`src/core/tap_pkg.sv`:
```
// Shared constants, types and helpers of the test access port
`default_nettype none
package tap_pkg;

  ////////////////////////////////////////////////////////////////////////////
  // Register widths and capture patterns
  localparam int IR_W = 3;
  localparam int ID_W = 32;
  localparam int SYNC_STAGES = 2;
  localparam int RESET_TMS_EDGES = 5;
  localparam logic [1:0] IR_CAPTURE_LSBS = 2'h1;
  localparam logic IR_CAPTURE_MSB = 1'h0;
  localparam logic BYPASS_CAPTURE = 1'h0;
  localparam logic UNDRIVEN_LEVEL = 1'h1;

  ////////////////////////////////////////////////////////////////////////////
  // Instruction codes
  localparam logic [IR_W-1:0] INS_EXTEST = 3'h0;
  localparam logic [IR_W-1:0] INS_IDCODE = 3'h1;
  localparam logic [IR_W-1:0] INS_SAMPLE_Z = 3'h2;
  localparam logic [IR_W-1:0] INS_SAMPLE = 3'h4;
  localparam logic [IR_W-1:0] INS_BYPASS = 3'h7;

  ////////////////////////////////////////////////////////////////////////////
  // Controller states, one-hot
  typedef enum logic [15:0] {
    ST_TLR        = 16'h0001,
    ST_RTI        = 16'h0002,
    ST_SEL_DR     = 16'h0004,
    ST_CAPTURE_DR = 16'h0008,
    ST_SHIFT_DR   = 16'h0010,
    ST_EXIT1_DR   = 16'h0020,
    ST_PAUSE_DR   = 16'h0040,
    ST_EXIT2_DR   = 16'h0080,
    ST_UPDATE_DR  = 16'h0100,
    ST_SEL_IR     = 16'h0200,
    ST_CAPTURE_IR = 16'h0400,
    ST_SHIFT_IR   = 16'h0800,
    ST_EXIT1_IR   = 16'h1000,
    ST_PAUSE_IR   = 16'h2000,
    ST_EXIT2_IR   = 16'h4000,
    ST_UPDATE_IR  = 16'h8000
  } tap_state_e;

  // Pins as seen at the pads, with pad-level presence sense
  typedef struct packed {
    logic tck;
    logic tms;
    logic tms_drv;
    logic tdi;
    logic tdi_drv;
  } tap_pins_s;

  localparam int PINS_W = $bits(tap_pins_s);

  // Mode-select driven successor of a controller state
  function automatic tap_state_e next_state(input tap_state_e s, input logic tms);
    tap_state_e n;
    n = ST_TLR;
    case (s)
      ST_TLR:        n = tms ? ST_TLR : ST_RTI;
      ST_RTI:        n = tms ? ST_SEL_DR : ST_RTI;
      ST_SEL_DR:     n = tms ? ST_SEL_IR : ST_CAPTURE_DR;
      ST_CAPTURE_DR: n = tms ? ST_EXIT1_DR : ST_SHIFT_DR;
      ST_SHIFT_DR:   n = tms ? ST_EXIT1_DR : ST_SHIFT_DR;
      ST_EXIT1_DR:   n = tms ? ST_UPDATE_DR : ST_PAUSE_DR;
      ST_PAUSE_DR:   n = tms ? ST_EXIT2_DR : ST_PAUSE_DR;
      ST_EXIT2_DR:   n = tms ? ST_UPDATE_DR : ST_SHIFT_DR;
      ST_UPDATE_DR:  n = tms ? ST_SEL_DR : ST_RTI;
      ST_SEL_IR:     n = tms ? ST_TLR : ST_CAPTURE_IR;
      ST_CAPTURE_IR: n = tms ? ST_EXIT1_IR : ST_SHIFT_IR;
      ST_SHIFT_IR:   n = tms ? ST_EXIT1_IR : ST_SHIFT_IR;
      ST_EXIT1_IR:   n = tms ? ST_UPDATE_IR : ST_PAUSE_IR;
      ST_PAUSE_IR:   n = tms ? ST_EXIT2_IR : ST_PAUSE_IR;
      ST_EXIT2_IR:   n = tms ? ST_UPDATE_IR : ST_SHIFT_IR;
      ST_UPDATE_IR:  n = tms ? ST_SEL_DR : ST_RTI;
      default:       n = ST_TLR;
    endcase
    return n;
  endfunction : next_state

endpackage : tap_pkg
`default_nettype wire

```
`src/core/memory_jtag_tap_port.sv`:
```
// Boundary-scan test access port controller for the memory device
`default_nettype none
// Functional notes
// - Standard state machine, instructions and serial registers
// - Inputs on rising edge, outputs after falling
// - Undriven mode select reads as high
// - Undriven data input shifts in as high
// - State plus instruction choose the serial register
// - Data out driven only while shifting
// - Five high mode-select edges force reset state
// - No asynchronous test reset input exists
// - Power-up reset; idle while test clock stands
// - Unused port leaves memory operation untouched
// - Three-bit instruction, preset to identification read
// - Capture loads 01; new instruction at update
// - One-bit bypass in shift under bypass instruction
// - 32-bit identification captured, shifted out LSB first
module memory_jtag_tap_port #(
  // Identification value is arbitrary; bit zero must be one
  parameter logic [31:0] ID_VALUE = 32'h0ABC_D001
) (
  input wire logic core_clk,
  input wire logic resetn,
  input wire logic tck,
  input wire logic tms,
  input wire logic tms_driven,
  input wire logic tdi,
  input wire logic tdi_driven,
  output logic tdo_out,
  output logic tdo_oe
);

  if (ID_VALUE[0] != 1'h1)
  begin : g_bad_id
    $error("ID_VALUE must have bit zero set");
  end

  ////////////////////////////////////////////////////////////////////////////
  // Pin sampling and test clock edge detection

  tap_pkg::tap_pins_s pins_raw;
  tap_pkg::tap_pins_s pins;
  logic [tap_pkg::PINS_W-1:0] pins_vec;
  logic tck_prev_q;
  logic tck_prev_d;
  logic tck_rise;
  logic tck_fall;
  logic tms_eff;
  logic tdi_eff;

  // All pins cross together so mode select lines up with its clock edge
  always_comb
  begin
    pins_raw.tck = tck;
    pins_raw.tms = tms;
    pins_raw.tms_drv = tms_driven;
    pins_raw.tdi = tdi;
    pins_raw.tdi_drv = tdi_driven;
  end

  tap_pin_sync #(
    .WIDTH(tap_pkg::PINS_W)
  ) u_sync (
    .core_clk(core_clk),
    .resetn(resetn),
    .async_in(pins_raw),
    .sync_out(pins_vec)
  );

  assign pins = tap_pkg::tap_pins_s'(pins_vec);

  // Edges come from the synchronised level only
  always_comb
  begin
    tck_prev_d = pins.tck;
  end

  always_ff @(posedge core_clk or negedge resetn)
  begin
    if (!resetn)
    begin
      tck_prev_q <= 1'h0;
    end
    else
    begin
      tck_prev_q <= tck_prev_d;
    end
  end

  assign tck_rise = pins.tck & ~tck_prev_q;
  assign tck_fall = ~pins.tck & tck_prev_q;

  // Floating pins behave as the internal pull-ups would make them
  assign tms_eff = pins.tms_drv ? pins.tms : tap_pkg::UNDRIVEN_LEVEL;
  assign tdi_eff = pins.tdi_drv ? pins.tdi : tap_pkg::UNDRIVEN_LEVEL;

  ////////////////////////////////////////////////////////////////////////////
  // Controller state machine

  tap_pkg::tap_state_e state_q;
  tap_pkg::tap_state_e state_d;

  // Advance once per rising test clock; a standing clock freezes everything
  always_comb
  begin
    state_d = state_q;
    if (tck_rise)
    begin
      state_d = tap_pkg::next_state(state_q, tms_eff);
    end
  end

  // Only the power-up reset is asynchronous; no test reset pin exists
  always_ff @(posedge core_clk or negedge resetn)
  begin
    if (!resetn)
    begin
      state_q <= tap_pkg::ST_TLR;
    end
    else
    begin
      state_q <= state_d;
    end
  end

  // Count of consecutive high mode-select edges, for checking only
  logic [2:0] hi_cnt_q;
  logic [2:0] hi_cnt_d;

  always_comb
  begin
    hi_cnt_d = hi_cnt_q;
    if (tck_rise)
    begin
      if (!tms_eff)
      begin
        hi_cnt_d = 3'h0;
      end
      else if (hi_cnt_q != 3'(tap_pkg::RESET_TMS_EDGES))
      begin
        hi_cnt_d = hi_cnt_q + 3'h1;
      end
    end
  end

  always_ff @(posedge core_clk or negedge resetn)
  begin
    if (!resetn)
    begin
      hi_cnt_q <= 3'h0;
    end
    else
    begin
      hi_cnt_q <= hi_cnt_d;
    end
  end

  ////////////////////////////////////////////////////////////////////////////
  // Instruction register

  logic [tap_pkg::IR_W-1:0] ir_sh_q;
  logic [tap_pkg::IR_W-1:0] ir_sh_d;
  logic [tap_pkg::IR_W-1:0] ir_q;
  logic [tap_pkg::IR_W-1:0] ir_d;

  // Shift stage moves on rising edges; the active copy changes only at update or in the reset state
  always_comb
  begin
    ir_sh_d = ir_sh_q;
    ir_d = ir_q;
    if (tck_rise && state_q == tap_pkg::ST_CAPTURE_IR)
    begin
      ir_sh_d = {tap_pkg::IR_CAPTURE_MSB, tap_pkg::IR_CAPTURE_LSBS};
    end
    else if (tck_rise && state_q == tap_pkg::ST_SHIFT_IR)
    begin
      ir_sh_d = {tdi_eff, ir_sh_q[tap_pkg::IR_W-1:1]};
    end
    if (state_q == tap_pkg::ST_TLR)
    begin
      ir_d = tap_pkg::INS_IDCODE;
    end
    else if (tck_fall && state_q == tap_pkg::ST_UPDATE_IR)
    begin
      ir_d = ir_sh_q;
    end
  end

  always_ff @(posedge core_clk or negedge resetn)
  begin
    if (!resetn)
    begin
      ir_sh_q <= '0;
      ir_q <= tap_pkg::INS_IDCODE;
    end
    else
    begin
      ir_sh_q <= ir_sh_d;
      ir_q <= ir_d;
    end
  end

  ////////////////////////////////////////////////////////////////////////////
  // Data registers: bypass and identification

  logic bypass_q;
  logic bypass_d;
  logic sel_idcode;
  logic id_capture;
  logic id_shift;
  logic id_out;

  // Boundary cells are not modelled, so every non-identification
  // instruction routes data through the bypass bit
  assign sel_idcode = (ir_q == tap_pkg::INS_IDCODE);
  assign id_capture = tck_rise && state_q == tap_pkg::ST_CAPTURE_DR && sel_idcode;
  assign id_shift = tck_rise && state_q == tap_pkg::ST_SHIFT_DR && sel_idcode;

  always_comb
  begin
    bypass_d = bypass_q;
    if (tck_rise && state_q == tap_pkg::ST_CAPTURE_DR && !sel_idcode)
    begin
      bypass_d = tap_pkg::BYPASS_CAPTURE;
    end
    else if (tck_rise && state_q == tap_pkg::ST_SHIFT_DR && !sel_idcode)
    begin
      bypass_d = tdi_eff;
    end
  end

  always_ff @(posedge core_clk or negedge resetn)
  begin
    if (!resetn)
    begin
      bypass_q <= 1'h0;
    end
    else
    begin
      bypass_q <= bypass_d;
    end
  end

  tap_dr_shift #(
    .WIDTH(tap_pkg::ID_W)
  ) u_id (
    .core_clk(core_clk),
    .resetn(resetn),
    .capture(id_capture),
    .shift(id_shift),
    .ser_in(tdi_eff),
    .par_in(ID_VALUE),
    .ser_out(id_out)
  );

  ////////////////////////////////////////////////////////////////////////////
  // Serial output, updated on falling test clock

  logic tdo_q;
  logic tdo_d;
  logic oe_q;
  logic oe_d;
  logic sel_bit;
  logic shifting;

  assign shifting = (state_q == tap_pkg::ST_SHIFT_DR) || (state_q == tap_pkg::ST_SHIFT_IR);

  // Output end of whichever register stands between the pins
  always_comb
  begin
    sel_bit = bypass_q;
    if (state_q == tap_pkg::ST_SHIFT_IR)
    begin
      sel_bit = ir_sh_q[0];
    end
    else if (sel_idcode)
    begin
      sel_bit = id_out;
    end
  end

  // Nothing here reaches the memory array, so an idle port is harmless
  always_comb
  begin
    tdo_d = tdo_q;
    oe_d = oe_q;
    if (tck_fall)
    begin
      tdo_d = sel_bit;
      oe_d = shifting;
    end
  end

  always_ff @(posedge core_clk or negedge resetn)
  begin
    if (!resetn)
    begin
      tdo_q <= 1'h0;
      oe_q <= 1'h0;
    end
    else
    begin
      tdo_q <= tdo_d;
      oe_q <= oe_d;
    end
  end

  assign tdo_out = tdo_q;
  assign tdo_oe = oe_q;
endmodule : memory_jtag_tap_port
`default_nettype wire

```
`src/core/tap_pin_sync.sv`:
```
// Two-stage synchroniser for the test port pins
`default_nettype none
module tap_pin_sync #(
  parameter int WIDTH = 1
) (
  input wire logic core_clk,
  input wire logic resetn,
  input wire logic [WIDTH-1:0] async_in,
  output logic [WIDTH-1:0] sync_out
);

  logic [WIDTH-1:0] meta_q;
  logic [WIDTH-1:0] meta_d;
  logic [WIDTH-1:0] sync_q;
  logic [WIDTH-1:0] sync_d;

  if (WIDTH < 1)
  begin : g_bad_width
    $error("tap_pin_sync needs WIDTH of at least one");
  end

  ////////////////////////////////////////////////////////////////////////////
  // First stage is read only by the second
  always_comb
  begin
    meta_d = async_in;
    sync_d = meta_q;
  end

  always_ff @(posedge core_clk or negedge resetn)
  begin
    if (!resetn)
    begin
      meta_q <= '0;
      sync_q <= '0;
    end
    else
    begin
      meta_q <= meta_d;
      sync_q <= sync_d;
    end
  end

  assign sync_out = sync_q;

endmodule : tap_pin_sync
`default_nettype wire

```
`src/core/tap_dr_shift.sv`:
```
// Serial data register with parallel capture, shifting toward bit zero
`default_nettype none
module tap_dr_shift #(
  parameter int WIDTH = 32
) (
  input wire logic core_clk,
  input wire logic resetn,
  input wire logic capture,
  input wire logic shift,
  input wire logic ser_in,
  input wire logic [WIDTH-1:0] par_in,
  output logic ser_out
);

  logic [WIDTH-1:0] sr_q;
  logic [WIDTH-1:0] sr_d;

  if (WIDTH < 2)
  begin : g_bad_width
    $error("tap_dr_shift needs WIDTH of at least two");
  end

  ////////////////////////////////////////////////////////////////////////////
  // Capture wins over shift; both are single-cycle strobes from the controller
  always_comb
  begin
    sr_d = sr_q;
    if (capture)
    begin
      sr_d = par_in;
    end
    else if (shift)
    begin
      sr_d = {ser_in, sr_q[WIDTH-1:1]};
    end
  end

  always_ff @(posedge core_clk or negedge resetn)
  begin
    if (!resetn)
    begin
      sr_q <= '0;
    end
    else
    begin
      sr_q <= sr_d;
    end
  end

  // Least significant bit leaves first
  assign ser_out = sr_q[0];

endmodule : tap_dr_shift
`default_nettype wire

```
`config.mk`:
```
export PLATFORM = sky130hd
export DESIGN_NAME = memory_jtag_tap_port
export DESIGN_NICKNAME = d
export VERILOG_FILES = /design/src/core/tap_pkg.sv /design/src/core/memory_jtag_tap_port.sv /design/src/core/tap_pin_sync.sv /design/src/core/tap_dr_shift.sv
export SDC_FILE = /design/constraint.sdc
export NUM_CORES = 1
export LEC_CHECK = 0
export BUFFER_PORTS_ARGS = -buffer_cell sky130_fd_sc_hd__buf_2
export CORE_UTILIZATION = 30
export CTS_CLUSTER_DIAMETER = 100
export CTS_CLUSTER_SIZE = 8
export DETAILED_ROUTE_END_ITERATION = 10
export PLACE_DENSITY_LB_ADDON = 0.1
export SLEW_MARGIN = 40
export SYNTH_ARGS = -nofsm -noshare
export SYNTH_HDL_FRONTEND = slang
export SYNTH_SLANG_ARGS = --single-unit
export TNS_END_PERCENT = 30
```
`constraint.sdc`:
```
create_clock -name core_clk -period 5.35 [get_ports core_clk]
set_input_delay 0.2675 -clock core_clk [delete_from_list [all_inputs] [get_ports core_clk]]
set_output_delay 0.2675 -clock core_clk [all_outputs]
set_load 0.1 [all_outputs]
```
======== After elaboration in Yosys (flattened, before gate mapping) ========
Cells that the tools add are included.
storage, ports and cells
  register bits after elaboration ......... 68
cells by class
  mux-type cells .......................... 25
  bitwise gates (word level) .............. 4
  equality and inequality tests ........... 17
  reductions and logical operators ........ 18
operator list
  operator                                          count
  one-hot mux 16 bit (12 select lines)              1
  2-to-1 mux 32 bit                                 2
  2-to-1 mux 16 bit                                 2
  2-to-1 mux 9 bit                                  2
  == test 16 x 1 -> 1 bit (second input constant)   1
  == test 16 x 10 -> 1 bit (second input constant)  1
  == test 16 x 11 -> 1 bit (second input constant)  1
  == test 16 x 12 -> 1 bit (second input constant)  1
  == test 16 x 13 -> 1 bit (second input constant)  1
  == test 16 x 14 -> 1 bit (second input constant)  1
  == test 16 x 15 -> 1 bit (second input constant)  1
  == test 16 bit (second input constant)            1
  == test 16 x 2 -> 1 bit (second input constant)   1
  == test 16 x 3 -> 1 bit (second input constant)   1
  == test 16 x 4 -> 1 bit (second input constant)   1
  == test 16 x 5 -> 1 bit (second input constant)   1
  == test 16 x 6 -> 1 bit (second input constant)   1
  == test 16 x 7 -> 1 bit (second input constant)   1
  == test 16 x 8 -> 1 bit (second input constant)   1
  == test 16 x 9 -> 1 bit (second input constant)   1
  2-to-1 mux 15 bit                                 1
  2-to-1 mux 3 bit                                  5
  2-to-1 mux 13 bit                                 1
  2-to-1 mux 11 bit                                 1
  14 further kinds                                  33

======== Longest topological paths before layout ========
Gate-level depths: netlist of run 1.
  word-level depth ........................ 6
  gate-level depth with buffers ........... 8
  depth with buffers taken out ............ 5

======== Hierarchy ========
From an unflattened synthesis of run 1, not the netlist that was laid out.
unflattened totals
  cell total of the unflattened synthesis .. 336
  area total of the unflattened synthesis .. 3394.5 um^2
modules (own cells, without submodules)
  module                times used  cells an instance  sequential area each (um^2)  area an instance (um^2)
  memory_jtag_tap_port  1           187                653.1                        1629.1
  tap_dr_shift          1           139                800.8                        1515.2
  tap_pin_sync          1           10                 250.2                        250.2

======== Worst setup path after synthesis of run 1 ========
OpenSTA, ideal clock, no wires.
  path type ............................... reg-to-reg
  from .................................... register state_q[13]
  to ...................................... register ir_sh_q[0] (netlist bit)
  path buffers ............................ 1
  data arrival time ....................... 1.854 ns
  cell stages (with the launch flop) ...... 7
  library setup time ...................... 0.123 ns
  setup slack ............................. 3.373 ns
  clock period less this slack ............ 1.977 ns
  path through ............................ dfrtp_1 > buf_6 > or4_4 > nor3_4 > and3_1 > a31oi_1 > o2bb2a_2
between the ends
  word-level cells in the longest chain between the ends .. 3
ends and longest elaborated chain
  item                                                                         line                                                      text
  from (decl)                                                                  memory_jtag_tap_port.sv:100                               tap_pkg::tap_state_e state_q;
  from (signal assigned)                                                       memory_jtag_tap_port.sv:118                               state_q <= tap_pkg::ST_TLR;
  from (signal assigned)                                                       memory_jtag_tap_port.sv:122                               state_q <= state_d;
  == test 16 x 11 -> 1 bit / == test 16 x 12 -> 1 bit (equally long branches)  memory_jtag_tap_port.sv:171, memory_jtag_tap_port.sv:175
  logical AND 1 bit (on tied branches)                                         memory_jtag_tap_port.sv:171, memory_jtag_tap_port.sv:175
  2-to-1 mux 3 bit / nonzero test 2 bit (equally long branches)                --
  to (signal assigned)                                                         memory_jtag_tap_port.sv:198                               ir_sh_q <= ir_sh_d;
  to (decl)                                                                    memory_jtag_tap_port.sv:161                               logic [tap_pkg::IR_W-1:0] ir_sh_q;
Parallel ways exist; a longest one is shown, timed or not.
A chain may end at the register's enable or synchronous reset.

======== Worst setup path after layout of run 1 ========
  from .................................... register state_q[10]
  to ...................................... register u_id.sr_q[25]
between the ends
  word-level cells in the longest chain between the ends .. 4
ends and longest elaborated chain
  item                                                                       line                                                      text
  == test 16 x 4 -> 1 bit / == test 16 x 5 -> 1 bit (equally long branches)  memory_jtag_tap_port.sv:216, memory_jtag_tap_port.sv:217
  logical AND 1 bit (on tied branches) (2 in series)                         memory_jtag_tap_port.sv:216, memory_jtag_tap_port.sv:217
  2-to-1 mux 32 bit / nonzero test 2 bit (equally long branches)             --
  to (signal assigned)                                                       tap_dr_shift.sv:46                                        sr_q <= sr_d;
  to (decl)                                                                  tap_dr_shift.sv:15                                        logic [WIDTH-1:0] sr_q;
Parallel ways exist; a longest one is shown, timed or not.

==> run_results.csv, run 1 <==
group,metric,value,unit
clock_network,cts-root-buf,"clkbuf_8",
sta,layout_worst_path_cycle_share,43.13,%
clock_network,cts_setup_buffers,0,
logic_synthesis,synthesis_warning_total,0,
logic_synthesis,synthDistinctLibCells,46,
floorplan,initial_util,30.84,%
logic_synthesis,synthArstFlopShare,100.0,%
clock_network,post_cts.resized_instances,0,
grt,grt_usage,13.44,%
floorplan,chipWidth,104.8,um
clock_network,cts-htree-levels,3,
floorplan,die-area,10980,um2
grt,grt_first_pass_wirelength,11390,um
setup_path,worstSetupPathType,"flip-flop to flip-flop",
finish,area_delta_synth_final,10.19,%
clock_network,tritoncts_num_sinks,68,
sta,max_freq,433.4,MHz
clock_network,postCtsHoldBufs,0,
grt,vias_in_the_first_global_route,2220,
logic_synthesis,yosys_register_bits,68,
finish,multi_input_comb_area,1346,um2
power_and_ir_drop,cellLeakagePower,0.001466,uW
setup_path,crit_fanout,64,
clock_network,tritoncts,"built",
routing,vias,2290,
sta,fin_skew,0.009854,ns
placement,io_buffer_count,8,
logic_synthesis,synth_area_per_cell,9.662,um2
setup_path,worst_ep_required_time,5.55,ns
grt,grt_overflow,0,
grt,initial_antenna_violation_count,0,
floorplan,die-height,104.8,um
outcome,status,"complete, no violations",
routing,drt-total-wl,6875,um
finish,seqCellArea,1704,um2
power_and_ir_drop,power_per_standard_cell_area,320.0,nW/um2
routing,final_antenna_net_count,0,
finish,layout.nets,332,
sta,finalMaxSlewViolations,0,
logic_synthesis,mapped_nets,335,
logic_synthesis,post_synth_edffs,0,
job,max_cap_violations,0,
finish,drive_above_1_share,13.33,%
clock_network,numCtsBuffers,9,
logic_synthesis,synth.yosys.seq_area_share,53.77,%
logic_synthesis,ys_dominant_reg_cell,"dfrtp_1",
setup_path,critPathArrivalTime,2.51,ns
routing,detail_route.first_pass.iterations,6,
sta,worst_pin_slew,0.6975,ns
worst_hold_path,worst_hold_path_type,"input port to async pin",
routing,drc,0,
logic_synthesis,synth_area_leader_cell,"dfrtp_1",
logic_synthesis,netlist_top_cells_area,"dfrtp_1 52%, nand2_1 8.5%, o21ai_1 5.5%, nor2_1 2.6%, nor4b_1 2.2%",
floorplan,coreArea,10280,um2
sta,period_minus_slack,2.307,ns
placement,place_congestion,0.7947,
floorplan,row_count,37,
sta,number_of_failing_hold_endpoints_at_the_final_stage,0,
power_and_ir_drop,ir_worst_vdd,128.7,uV
setup_path,worst_setup_end_kind,"flip-flop",
logic_synthesis,summed_instance_area_of_the_synthesized_netlist,3169,um2
sta,setup_repair_after_global_routing_missed_its_margin,"no",
routing,drt-initial-drc-count,85,
clock_network,worst_skew_pair.late_latency,0.35,ns
floorplan,io_pins,9,
logic_synthesis,synth_cells,328,
finish,antenna_cells,0,
sta,setup_violations,0,
sta,final.setup.tns,0,ns
setup_path,crit_path_start_kind,"flip-flop",
clock_network,ctsLongestPathBuffers,2,
finish,fillerInstances,1087,
placement,dp.final_hpwl,4242,um
sta,relSlewSlack,53.40,%
grt,grt_start_max_net_pins,69,
power_and_ir_drop,report.power.total,1117,uW
logic_synthesis,synth_largest_type_area_fraction,52.11,%
routing,detail_route.wl_per_cell,14.75,um
routing,routed_via_density,4.914,
clock_network,path_clk_slew,0.08,ns
power breakdown:
group / leakage (uW) / total, uW / internal, uW / switching (uW)
logic: 0.000472 / 142 / 48.9 / 93.5
registers: 0.000902 / 551 / 529 / 22.0
clock network: 0.0000927 / 424 / 215 / 208
total: 0.00147 / 1120 / 794 / 324
flip-flops by register name, indices dropped and copies added (netlist names):
name	cells
tck_prev_q	1
ir_sh_q	3
tdo_out	1
bypass_q	1
u_sync.meta_q	5
state_q	16
tdo_oe	1
ir_q	3
u_sync.sync_out	5
u_id.sr_q	32
Yosys cell counts, drive strengths merged (2+ instances only):
cell type and n:
dfstp 2, a31oi 3, a21o 4, xnor2 3, nor2 22, o41ai 2
clkbuf 12, nand2 72, mux2i 4, o2bb2ai 3, nor2b 3, or4 4
nand3 9, nor3b 3, o21ai 40, nor3 6, nand3b 2, a21oi 5
a32oi 3, a32o 2, nor4 10, dfrtp 66, nor4b 8, xor2 3
inv 3, nand2b 5, buf 13, nand4 5
path summary, 6_finish.rpt:
path	slack [ns]	startpoint	depth (start not counted)	to
max	3.04	state_q[10]$_DFFE_PN0P_	5	u_id.sr_q[25]$_DFFE_PN0P_
min	0.02	resetn	2	state_q[15]$_DFFE_PN0P_
max reg2reg	3.04	state_q[10]$_DFFE_PN0P_	5	u_id.sr_q[25]$_DFFE_PN0P_
min reg2reg	0.35	u_sync.meta_q[2]$_DFF_PN0_	0	u_sync.sync_out[2]$_DFF_PN0_
max in group asynchronous	4.89	resetn	2	u_id.sr_q[24]$_DFFE_PN0P_
min in group core_clk	0.02	tdi	1	u_sync.meta_q[1]$_DFF_PN0_
cells in the final DEF (no fill, tap or decap), drive strengths merged, types with 2 or more instances in the layout:
| cell | instances |
|---|---|
| nand2 | 72 |
| dfrtp | 66 |
| o21ai | 40 |
| nor2 | 22 |
| clkbuf | 10 |
| buf | 10 |
| nor4 | 10 |
| nand3 | 9 |
| nor4b | 8 |
| nor3 | 6 |
| nand4 | 5 |
| a21oi | 5 |
| nand2b | 5 |
| or4 | 4 |
| a21o | 4 |
| mux2i | 4 |
| inv | 4 |
| nor2b | 3 |
| xor2 | 3 |
| a32oi | 3 |
| xnor2 | 3 |
| a31oi | 3 |
| o2bb2ai | 3 |
| nor3b | 3 |
| nand3b | 2 |
| a32o | 2 |
| o41ai | 2 |
| clkinvlp | 2 |
| clkinv | 2 |
| dfstp | 2 |
per-stage QoR:
stage	util (%)	hold slack, ns	setup WS, ns	instance area, um2	instances
detailed placement	31.93	0.3372	3.082	3282	449
CTS	33.80	0.006961	3.072	3473	465
global placement	31.81	0.3334	2.721	3269	449
finish	33.98	0.02009	3.043	3492	466
floorplan	-	-0.02809	3.373	3169	328
global route	33.98	0.002981	2.858	3492	466
worst max-delay path: stages (launching register included):
cell     delay (ns)
dfrtp_1        0.51
nor4_2         0.51
nand2_1        0.22
or3_4          0.67
nand2_1        0.15
o21ai_1        0.07
per-layer routing:
layer / share of wire, % / wire length, um / up-vias / global-route usage, %
met5: 0 / 0 / - / 0
li1: - / - / 1142 / -
met4: 1.9 / 133 / 0 / 6.439
met3: 3.4 / 233 / 10 / 3.306
met2: 44 / 3043 / 36 / 19.73
met1: 50 / 3465 / 1102 / 18.50
cells by family after synthesis:
logic type	count (synthesis)	share of synthesized area, %
AO/OA/AOI/OAI	68	13.19
XOR/XNOR	6	1.658
buffers and inverters	28	4.343
flip-flops	68	53.77
multiplexers	5	1.619
AND/OR/NAND/NOR	153	25.42
area by class of cell:
| class | count | share of cell area [%] |
|---|---|---|
| sequential | 68 | 48.80 |
| multi-input combinational | 232 | 38.55 |
| tap | 136 | 4.873 |
| clock buffer | 10 | 3.655 |
| timing repair buffer | 11 | 1.971 |
| clock inverter | 6 | 1.827 |
| inverter | 3 | 0.3225 |
Power figures use the tool's default switching activity.
==> inputs of run 2 (changes only) <==
ABC_AREA = 1   (was unset)
clock period = 1.91 ns   (was 5.35 ns; I/O delays follow)
==> run_results.csv, run 2 <==
group,metric,value,unit
outcome,status,"complete, no violations",
setup_path,critical_path_depth,9,
grt,vias_in_the_first_global_route,2095,
job,max_cap_violations,0,
power_and_ir_drop,share_seq_of_total_power,46.4,%
logic_synthesis,synthDistinctLibCells,31,
clock_network,numCtsBuffers,9,
routing,detail_route.first_pass.iterations,4,
setup_path,path_delay_family,"simple AND/OR/NAND/NOR gates",
logic_synthesis,synth_cells,338,
placement,dp.final_hpwl,3979,um
clock_network,cts-htree-levels,3,
power_and_ir_drop,ir_worst_vdd,505.1,uV
finish,largest_register_ff_count,32,
setup_path,crit_fanout,32,
floorplan,row_count,36,
logic_synthesis,synth_area_leader_cell,"dfrtp_1",
routing,drt-total-wl,6034,um
floorplan,coreArea,9774,um2
sta,setup_repair_after_global_routing_missed_its_margin,"no",
floorplan,io_pins,9,
finish,largest-register,"u_id.sr_q",
power_and_ir_drop,power.switching,935.7,uW
logic_synthesis,yosys_register_bits,68,
logic_synthesis,synth_area_per_cell,8.984,um2
floorplan,initial_util,31.07,%
logic_synthesis,summed_instance_area_of_the_synthesized_netlist,3037,um2
setup_path,top_cell_by_count_worst_path,"nand2_2",
setup_path,r2r.worst_path.cells,9,
worst_hold_path,worst_hold_path_type,"input port to async pin",
placement,place_congestion,0.7855,
setup_path,timing.critical_path.cells,"nor2_2 > nand2_2 > nor2_4 > nand2_2 > clkinv_1 > nand4_2 > buf_12 > nor2_1 > a21oi_2",
clock_network,tritoncts_num_sinks,68,
grt,grt_start_max_net_pins,69,
power_and_ir_drop,cellLeakagePower,0.001699,uW
logic_synthesis,mapped_nets,345,
routing,final_antenna_net_count,0,
sta,setup_violations,0,
power_and_ir_drop,power_per_standard_cell_area,928.6,nW/um2
setup_path,rrSetupSlack,0.22,ns
placement,io_buffer_count,8,
grt,grt_usage,13.19,%
finish,fillerInstances,1017,
setup_path,timing.critical_path.from,"state_q[10]$_DFFE_PN0P_",
power_and_ir_drop,comb_power_share,13.4,%
setup_path,max_stage_delay,0.40,ns
routing,detail_route.wl_per_cell,12.04,um
setup_path,timing.critical_path.to,"u_id.sr_q[21]$_DFFE_PN0P_",
setup_path,buf_inv_on_cp,2,
sta,finalMaxSlewViolations,0,
clock_network,worst_skew_pair.late_latency,0.34,ns
setup_path,critPathArrivalTime,1.92,ns
floorplan,die-area,10530,um2
setup_path,timing.rr.end,"u_id.sr_q[21]$_DFFE_PN0P_",
setup_path,worst_setup_end_kind,"flip-flop",
sta,period_minus_slack,1.687,ns
setup_path,worstSetupPathType,"flip-flop to flip-flop",
sta,number_of_failing_hold_endpoints_at_the_final_stage,0,
routing,vias,2187,
sta,final.setup.tns,0,ns
routing,routed_via_density,4.365,
routing,drc,0,
sta,layout_worst_path_cycle_share,88.35,%
finish,layout.nets,370,
sta,fin_skew,0.008487,ns
logic_synthesis,synth.yosys.seq_area_share,56.12,%
floorplan,die-height,102.6,um
grt,initial_antenna_violation_count,0,
logic_synthesis,count_leader_synth,"dfrtp_1",
clock_network,path_clk_slew,0.08,ns
power_and_ir_drop,internal-power,2393,uW
logic_synthesis,netlist_top_cells_area,"dfrtp_1 54%, inv_1 7.3%, nand2_1 6.6%, nor2_1 5.4%, o22ai_1 4.3%",
routing,drt-initial-drc-count,131,
power_and_ir_drop,p_sw_share,28.11,%
setup_path,worst_ep_required_time,2.14,ns
clock_network,cts-root-buf,"clkbuf_8",
finish,drive_above_1_share,18.21,%
logic_synthesis,ys_dominant_reg_cell,"dfrtp_1",
logic_synthesis,synth_largest_type_area_fraction,54.39,%
floorplan,chipWidth,102.6,um
sta,max_freq,592.6,MHz
clock_network,ctsLongestPathBuffers,2,
grt,grt_first_pass_wirelength,10360,um
clock_network,tritoncts,"built",
setup_path,regToRegStartpoint,"state_q[10]$_DFFE_PN0P_",
finish,finish.cell_count_without_fillers,501,
logic_synthesis,post_synth_edffs,0,
finish,reg_top3,"u_id.sr_q: 32 flops, state_q: 16 flops",
grt,grt_overflow,0,
sta,worst_pin_slew,0.4839,ns
logic_synthesis,synthArstFlopShare,100.0,%
finish,antenna_cells,0,
setup_path,critPathSlowestCell,"dfrtp_1",
placement,numPlacedInstances,478,
logic_synthesis,synth.top_cells.by_count,"66 x dfrtp_1, 59 x inv_1, 53 x nand2_1",
sta,relSlewSlack,67.96,%
setup_path,crit_path_start_kind,"flip-flop",
finish,area_delta_synth_final,18.05,%
logic_synthesis,synthesis_warning_total,0,
finish,final_cell_mix,"66 x dfrtp_1, 59 x inv_1, 53 x nand2_1",
power_and_ir_drop,clock_power_share,40.2,%
finish,layout_commonest_cell,"dfrtp_1",
## run 2: cell types whose count changed in the layout (fill, tap and decap cells not counted), moves of 14 or more
cell,before,now
nand2_1,72,53
o21ai_0,5,19
o21ai_1,35,5
o22ai_1,0,21
nor2_1,22,44
inv_1,3,59
## run 2: timing repair
action	in CTS	in global routing
endpoints found under the hold margin	71	0
setup buffers	0	1
hold buffers	6	0
endpoints found under the setup margin	0	4
resized for setup	0	2
## run 2: worst min path at each step
stage,endpoint,slack [ns],depth (start not counted)
floorplan,bypass_q$_DFFE_PN0P_,-0.20,0
global placement,state_q[1]$_DFFE_PN0P_,0.16,2
detailed placement,state_q[1]$_DFFE_PN0P_,0.15,2
CTS,state_q[1]$_DFFE_PN0P_,0.32,3
global route,state_q[1]$_DFFE_PN0P_,0.35,3
finish,state_q[1]$_DFFE_PN0P_,0.30,3
## run 2: worst min-delay path, stage by stage
cell and delay, ns:
dlygate4sd3_1 0.52, buf_2 0.12, buf_12 0.30
## run 2: kinds of logic (layout without fill, tap and decap cells)
| family | Yosys count | in the layout | share of synthesized area [%] |
|---|---|---|---|
| flip-flops | 68 | 68 | 56.12 |
| AO/OA/AOI/OAI | 66 | 66 | 13.89 |
| buffers and inverters | 69 | 99 | 9.312 |
| AND/OR/NAND/NOR | 135 | 135 | 20.68 |
## run 2: power by group through the flow
stage	combinational [uW]	clock (uW)	sequential [uW]
floorplan	268	0	1600
global placement	445	0	1570
detailed placement	441	0	1570
CTS	452	1380	1540
global route	516	1440	1550
finish	445	1340	1540
## run 2: area by class of cell
class | instances | area (um2) | share of cell area [%]
clock buffers | 9 | 123.9 | 3.456
clock inverters | 7 | 98.84 | 2.757
inverters | 61 | 229.0 | 6.387
multi-input cells | 201 | 1052 | 29.35
flip-flops and latches | 68 | 1704 | 47.54
well taps | 133 | 166.4 | 4.642
repair buffers | 22 | 210.2 | 5.864
## run 2: routing by layer
layer	share of wire, %	GRT usage (%)	vias up
met2	41	18.67	27
li1	-	-	1125
met4	1.9	6.813	0
met5	0	0	-
met3	2.7	2.644	11
met1	54	19.00	1024
## run 2: metrics by stage
step	setup WS [ns]	utilization (%)	hold slack (ns)	instance area [um2]	power, uW
final	0.2226	36.67	0.3017	3585	3329
after global routing	0.05016	36.67	0.3513	3585	3511
after CTS	0.08489	36.44	0.3207	3562	3376
after detailed placement	0.1152	33.55	0.1488	3279	2014
after global placement	0.1083	33.55	0.1582	3279	2019
after floorplan	0.3671	-	-0.2001	3037	1870
==> inputs of run 3 (changes only) <==
SYNTH_HIERARCHICAL = 1   (was unset)
==> run_results.csv, run 3 <==
group,metric,value,unit
grt,grt_usage,13.82,%
sta,setup_violations,0,
routing,vias,2690,
placement,io_buffer_count,8,
grt,grtUsageMet2,22.57,%
routing,drc,0,
logic_synthesis,count_leader_synth,"nand2_1",
setup_path,crit_fanout,32,
logic_synthesis,synth_area_in_adders,0,%
logic_synthesis,synthesis_warning_total,6,
routing,final_antenna_net_count,0,
power_and_ir_drop,power_per_standard_cell_area,829.4,nW/um2
floorplan,coreArea,10840,um2
clock_network,cts-root-buf,"clkbuf_8",
logic_synthesis,synth-compound-area-share,5.454,%
logic_synthesis,synth-xor-area-share,0,%
setup_path,regToRegStartpoint,"state_q[0]$_DFFE_PN1P_",
sta,max_freq,570.0,MHz
setup_path,worstSetupPathType,"flip-flop to flip-flop",
setup_path,r2r.worst_path.cells,9,
logic_synthesis,multiplexer_share_of_the_synthesized_area,0,%
grt,grt_start_max_net_pins,69,
logic_synthesis,synthDistinctLibCells,28,
sta,period_minus_slack,1.754,ns
placement,place_congestion,0.8121,
floorplan,initial_util,30.90,%
finish,largest-register,"u_id/sr_q",
floorplan,io_pins,9,
sta,number_of_failing_hold_endpoints_at_the_final_stage,0,
grt,grt_overflow,0,
logic_synthesis,post_synth_edffs,0,
logic_synthesis,synth.top_cells.by_count,"104 x nand2_1, 81 x nand3_1, 66 x dfrtp_1",
outcome,status,"complete, no violations",
grt,globalRouteMet1Util,17.59,%
routing,drt-initial-drc-count,113,
grt,groute.layer.met3.usage,3.874,%
floorplan,chipWidth,107.7,um
finish,layout.nets,466,
clock_network,worst_skew_pair.late_latency,0.35,ns
routing,routed_via_density,4.461,
finish,area_delta_synth_final,20.10,%
finish,largest_register_ff_count,32,
clock_network,tritoncts_num_sinks,68,
routing,drt-total-wl,7143,um
grt,most_utilized_layer_in_the_global_route_result,"met2",
job,max_cap_violations,0,
sta,setup_repair_after_global_routing_missed_its_margin,"yes",
logic_synthesis,synth_area_per_cell,8.332,um2
grt,grt_first_pass_wirelength,12390,um
floorplan,die-area,11590,um2
setup_path,critPathArrivalTime,2.03,ns
logic_synthesis,synthSimpleGateAreaFrac,34.78,%
setup_path,worst_ep_required_time,2.19,ns
worst_hold_path,worst_hold_path_type,"input port to async pin",
finish,antenna_cells,0,
floorplan,die-height,107.7,um
placement,dp.final_hpwl,4678,um
logic_synthesis,synth.yosys.seq_area_share,50.88,%
setup_path,timing.rr.end,"u_id/sr_q[16]$_DFFE_PN0P_",
setup_path,rrSetupSlack,0.16,ns
setup_path,timing.critical_path.to,"u_id/sr_q[16]$_DFFE_PN0P_",
sta,worst_slack,0.1557,ns
logic_synthesis,synth_area_leader_cell,"dfrtp_1",
logic_synthesis,dominant_combinational_cell_family_by_area_after_synthesis,"simple AND/OR/NAND/NOR gates",
grt,vias_in_the_first_global_route,2580,
clock_network,ctsLongestPathBuffers,2,
finish,final_cell_mix,"104 x nand2_1, 80 x nand3_1, 66 x dfrtp_1",
logic_synthesis,yosys_register_bits,68,
clock_network,numCtsBuffers,9,
logic_synthesis,synth_cells,402,
clock_network,cts-htree-levels,3,
clock_network,path_clk_slew,0.08,ns
setup_path,crit_path_start_kind,"flip-flop",
logic_synthesis,netlist_top_cells_area,"dfrtp_1 49%, nand3_1 12%, nand2_1 12%, inv_1 3.5%, buf_6 3.0%",
logic_synthesis,ys_dominant_reg_cell,"dfrtp_1",
logic_synthesis,summed_instance_area_of_the_synthesized_netlist,3349,um2
sta,finalHoldWorstSlack,0.2708,ns
finish,layout_commonest_cell,"nand2_1",
sta,finalMaxSlewViolations,0,
sta,fin_skew,0.01277,ns
power_and_ir_drop,ir_worst_vdd,325.6,uV
finish,drive_above_1_share,18.14,%
floorplan,row_count,38,
grt,initial_antenna_violation_count,0,
routing,detail_route.first_pass.iterations,4,
power_and_ir_drop,report.power.total,3336,uW
finish,fillerInstances,1162,
sta,layout_worst_path_cycle_share,91.85,%
finish,reg_top3,"u_id/sr_q: 32 flops, state_q: 16 flops",
logic_synthesis,synthArstFlopShare,100.0,%
setup_path,timing.critical_path.from,"state_q[0]$_DFFE_PN1P_",
routing,detail_route.wl_per_cell,11.85,um
clock_network,tritoncts,"built",
power_and_ir_drop,cellLeakagePower,0.001862,uW
setup_path,worst_setup_end_kind,"flip-flop",
logic_synthesis,synth_largest_type_area_fraction,49.31,%
placement,dp_slack,0.07339,ns
run 3: cell types whose count changed after synthesis, moves of 11 or more:
cell / previous run / this run
nand3_1: 11 / 81
o22ai_1: 21 / 8
nor2_1: 44 / 25
inv_1: 59 / 31
nand2_1: 53 / 104
o21ai_0: 19 / 8
a21oi_2: 11 / 0
run 3: cell families (layout without fill, tap and decap cells):
| group | count (synthesis) | in the layout |
|---|---|---|
| and+or+nand+nor | 244 | 244 |
| DFF | 68 | 68 |
| buffers and inverters | 54 | 85 |
| AOI/OAI and AO/OA | 34 | 34 |
| other | 2 | 32 |
run 3: report_power, final:
group	total, uW	switching (uW)	internal, uW
Combinational	547	365	182
Sequential	1620	64.1	1550
Clock	1170	573	598
Total	3340	1000	2330
run 3: worst min-delay path by stage:
| stage | start | to | cells after the start |
|---|---|---|---|
| after floorplan | resetn | bypass_q$_DFFE_PN0P_ | 0 |
| after global placement | resetn | state_q[14]$_DFFE_PN0P_ | 2 |
| after detailed placement | resetn | state_q[14]$_DFFE_PN0P_ | 2 |
| after CTS | resetn | state_q[14]$_DFFE_PN0P_ | 3 |
| after global routing | resetn | u_sync/sync_out[0]$_DFF_PN0_ | 3 |
| final | resetn | state_q[15]$_DFFE_PN0P_ | 3 |
run 3: final cells by class:
type	count	area (um2)	share of cell area, %
clock buffers	9	123.9	3.079
clock inverters	6	65.06	1.617
flip-flops and latches	68	1704	42.36
well taps	140	175.2	4.355
multi-input cells	310	1526	37.95
inverters	36	137.6	3.421
repair buffers	34	290.3	7.216
run 3: metal layers:
metal / vias to the layer above / wire length [um]
met5: - / 0
met4: 0 / 108
met3: 7 / 213
met2: 33 / 3389
met1: 1264 / 3432
li1: 1386 / -
run 3: critical path, stage by stage (launching register included):
cell and delay (ns):
dfstp_2 0.55, inv_1 0.05, nand2_1 0.10, nor3_2 0.06, nand3_2 0.11, nor3_4 0.06
buf_4 0.18, nor2_8 0.39, nand2_1 0.09, nand3_1 0.09
run 3: repair_timing:
| action | in CTS | in global routing |
|---|---|---|
| gates resized for setup | 0 | 18 |
| hold buffers | 6 | 0 |
| setup buffers | 0 | 7 |
| endpoints found under the setup margin | 0 | 35 |
| endpoints found under the hold margin | 71 | 0 |
run 3: through the flow:
stage / utilization (%) / instances / cell area [um2] / setup TNS [ns]
floorplan: - / 432 / 3462 / 0
global placement: 33.60 / 575 / 3642 / 0
detailed placement: 33.60 / 575 / 3642 / 0
CTS: 35.90 / 596 / 3891 / 0
global route: 37.11 / 603 / 4023 / -0.001204
finish: 37.11 / 603 / 4023 / 0
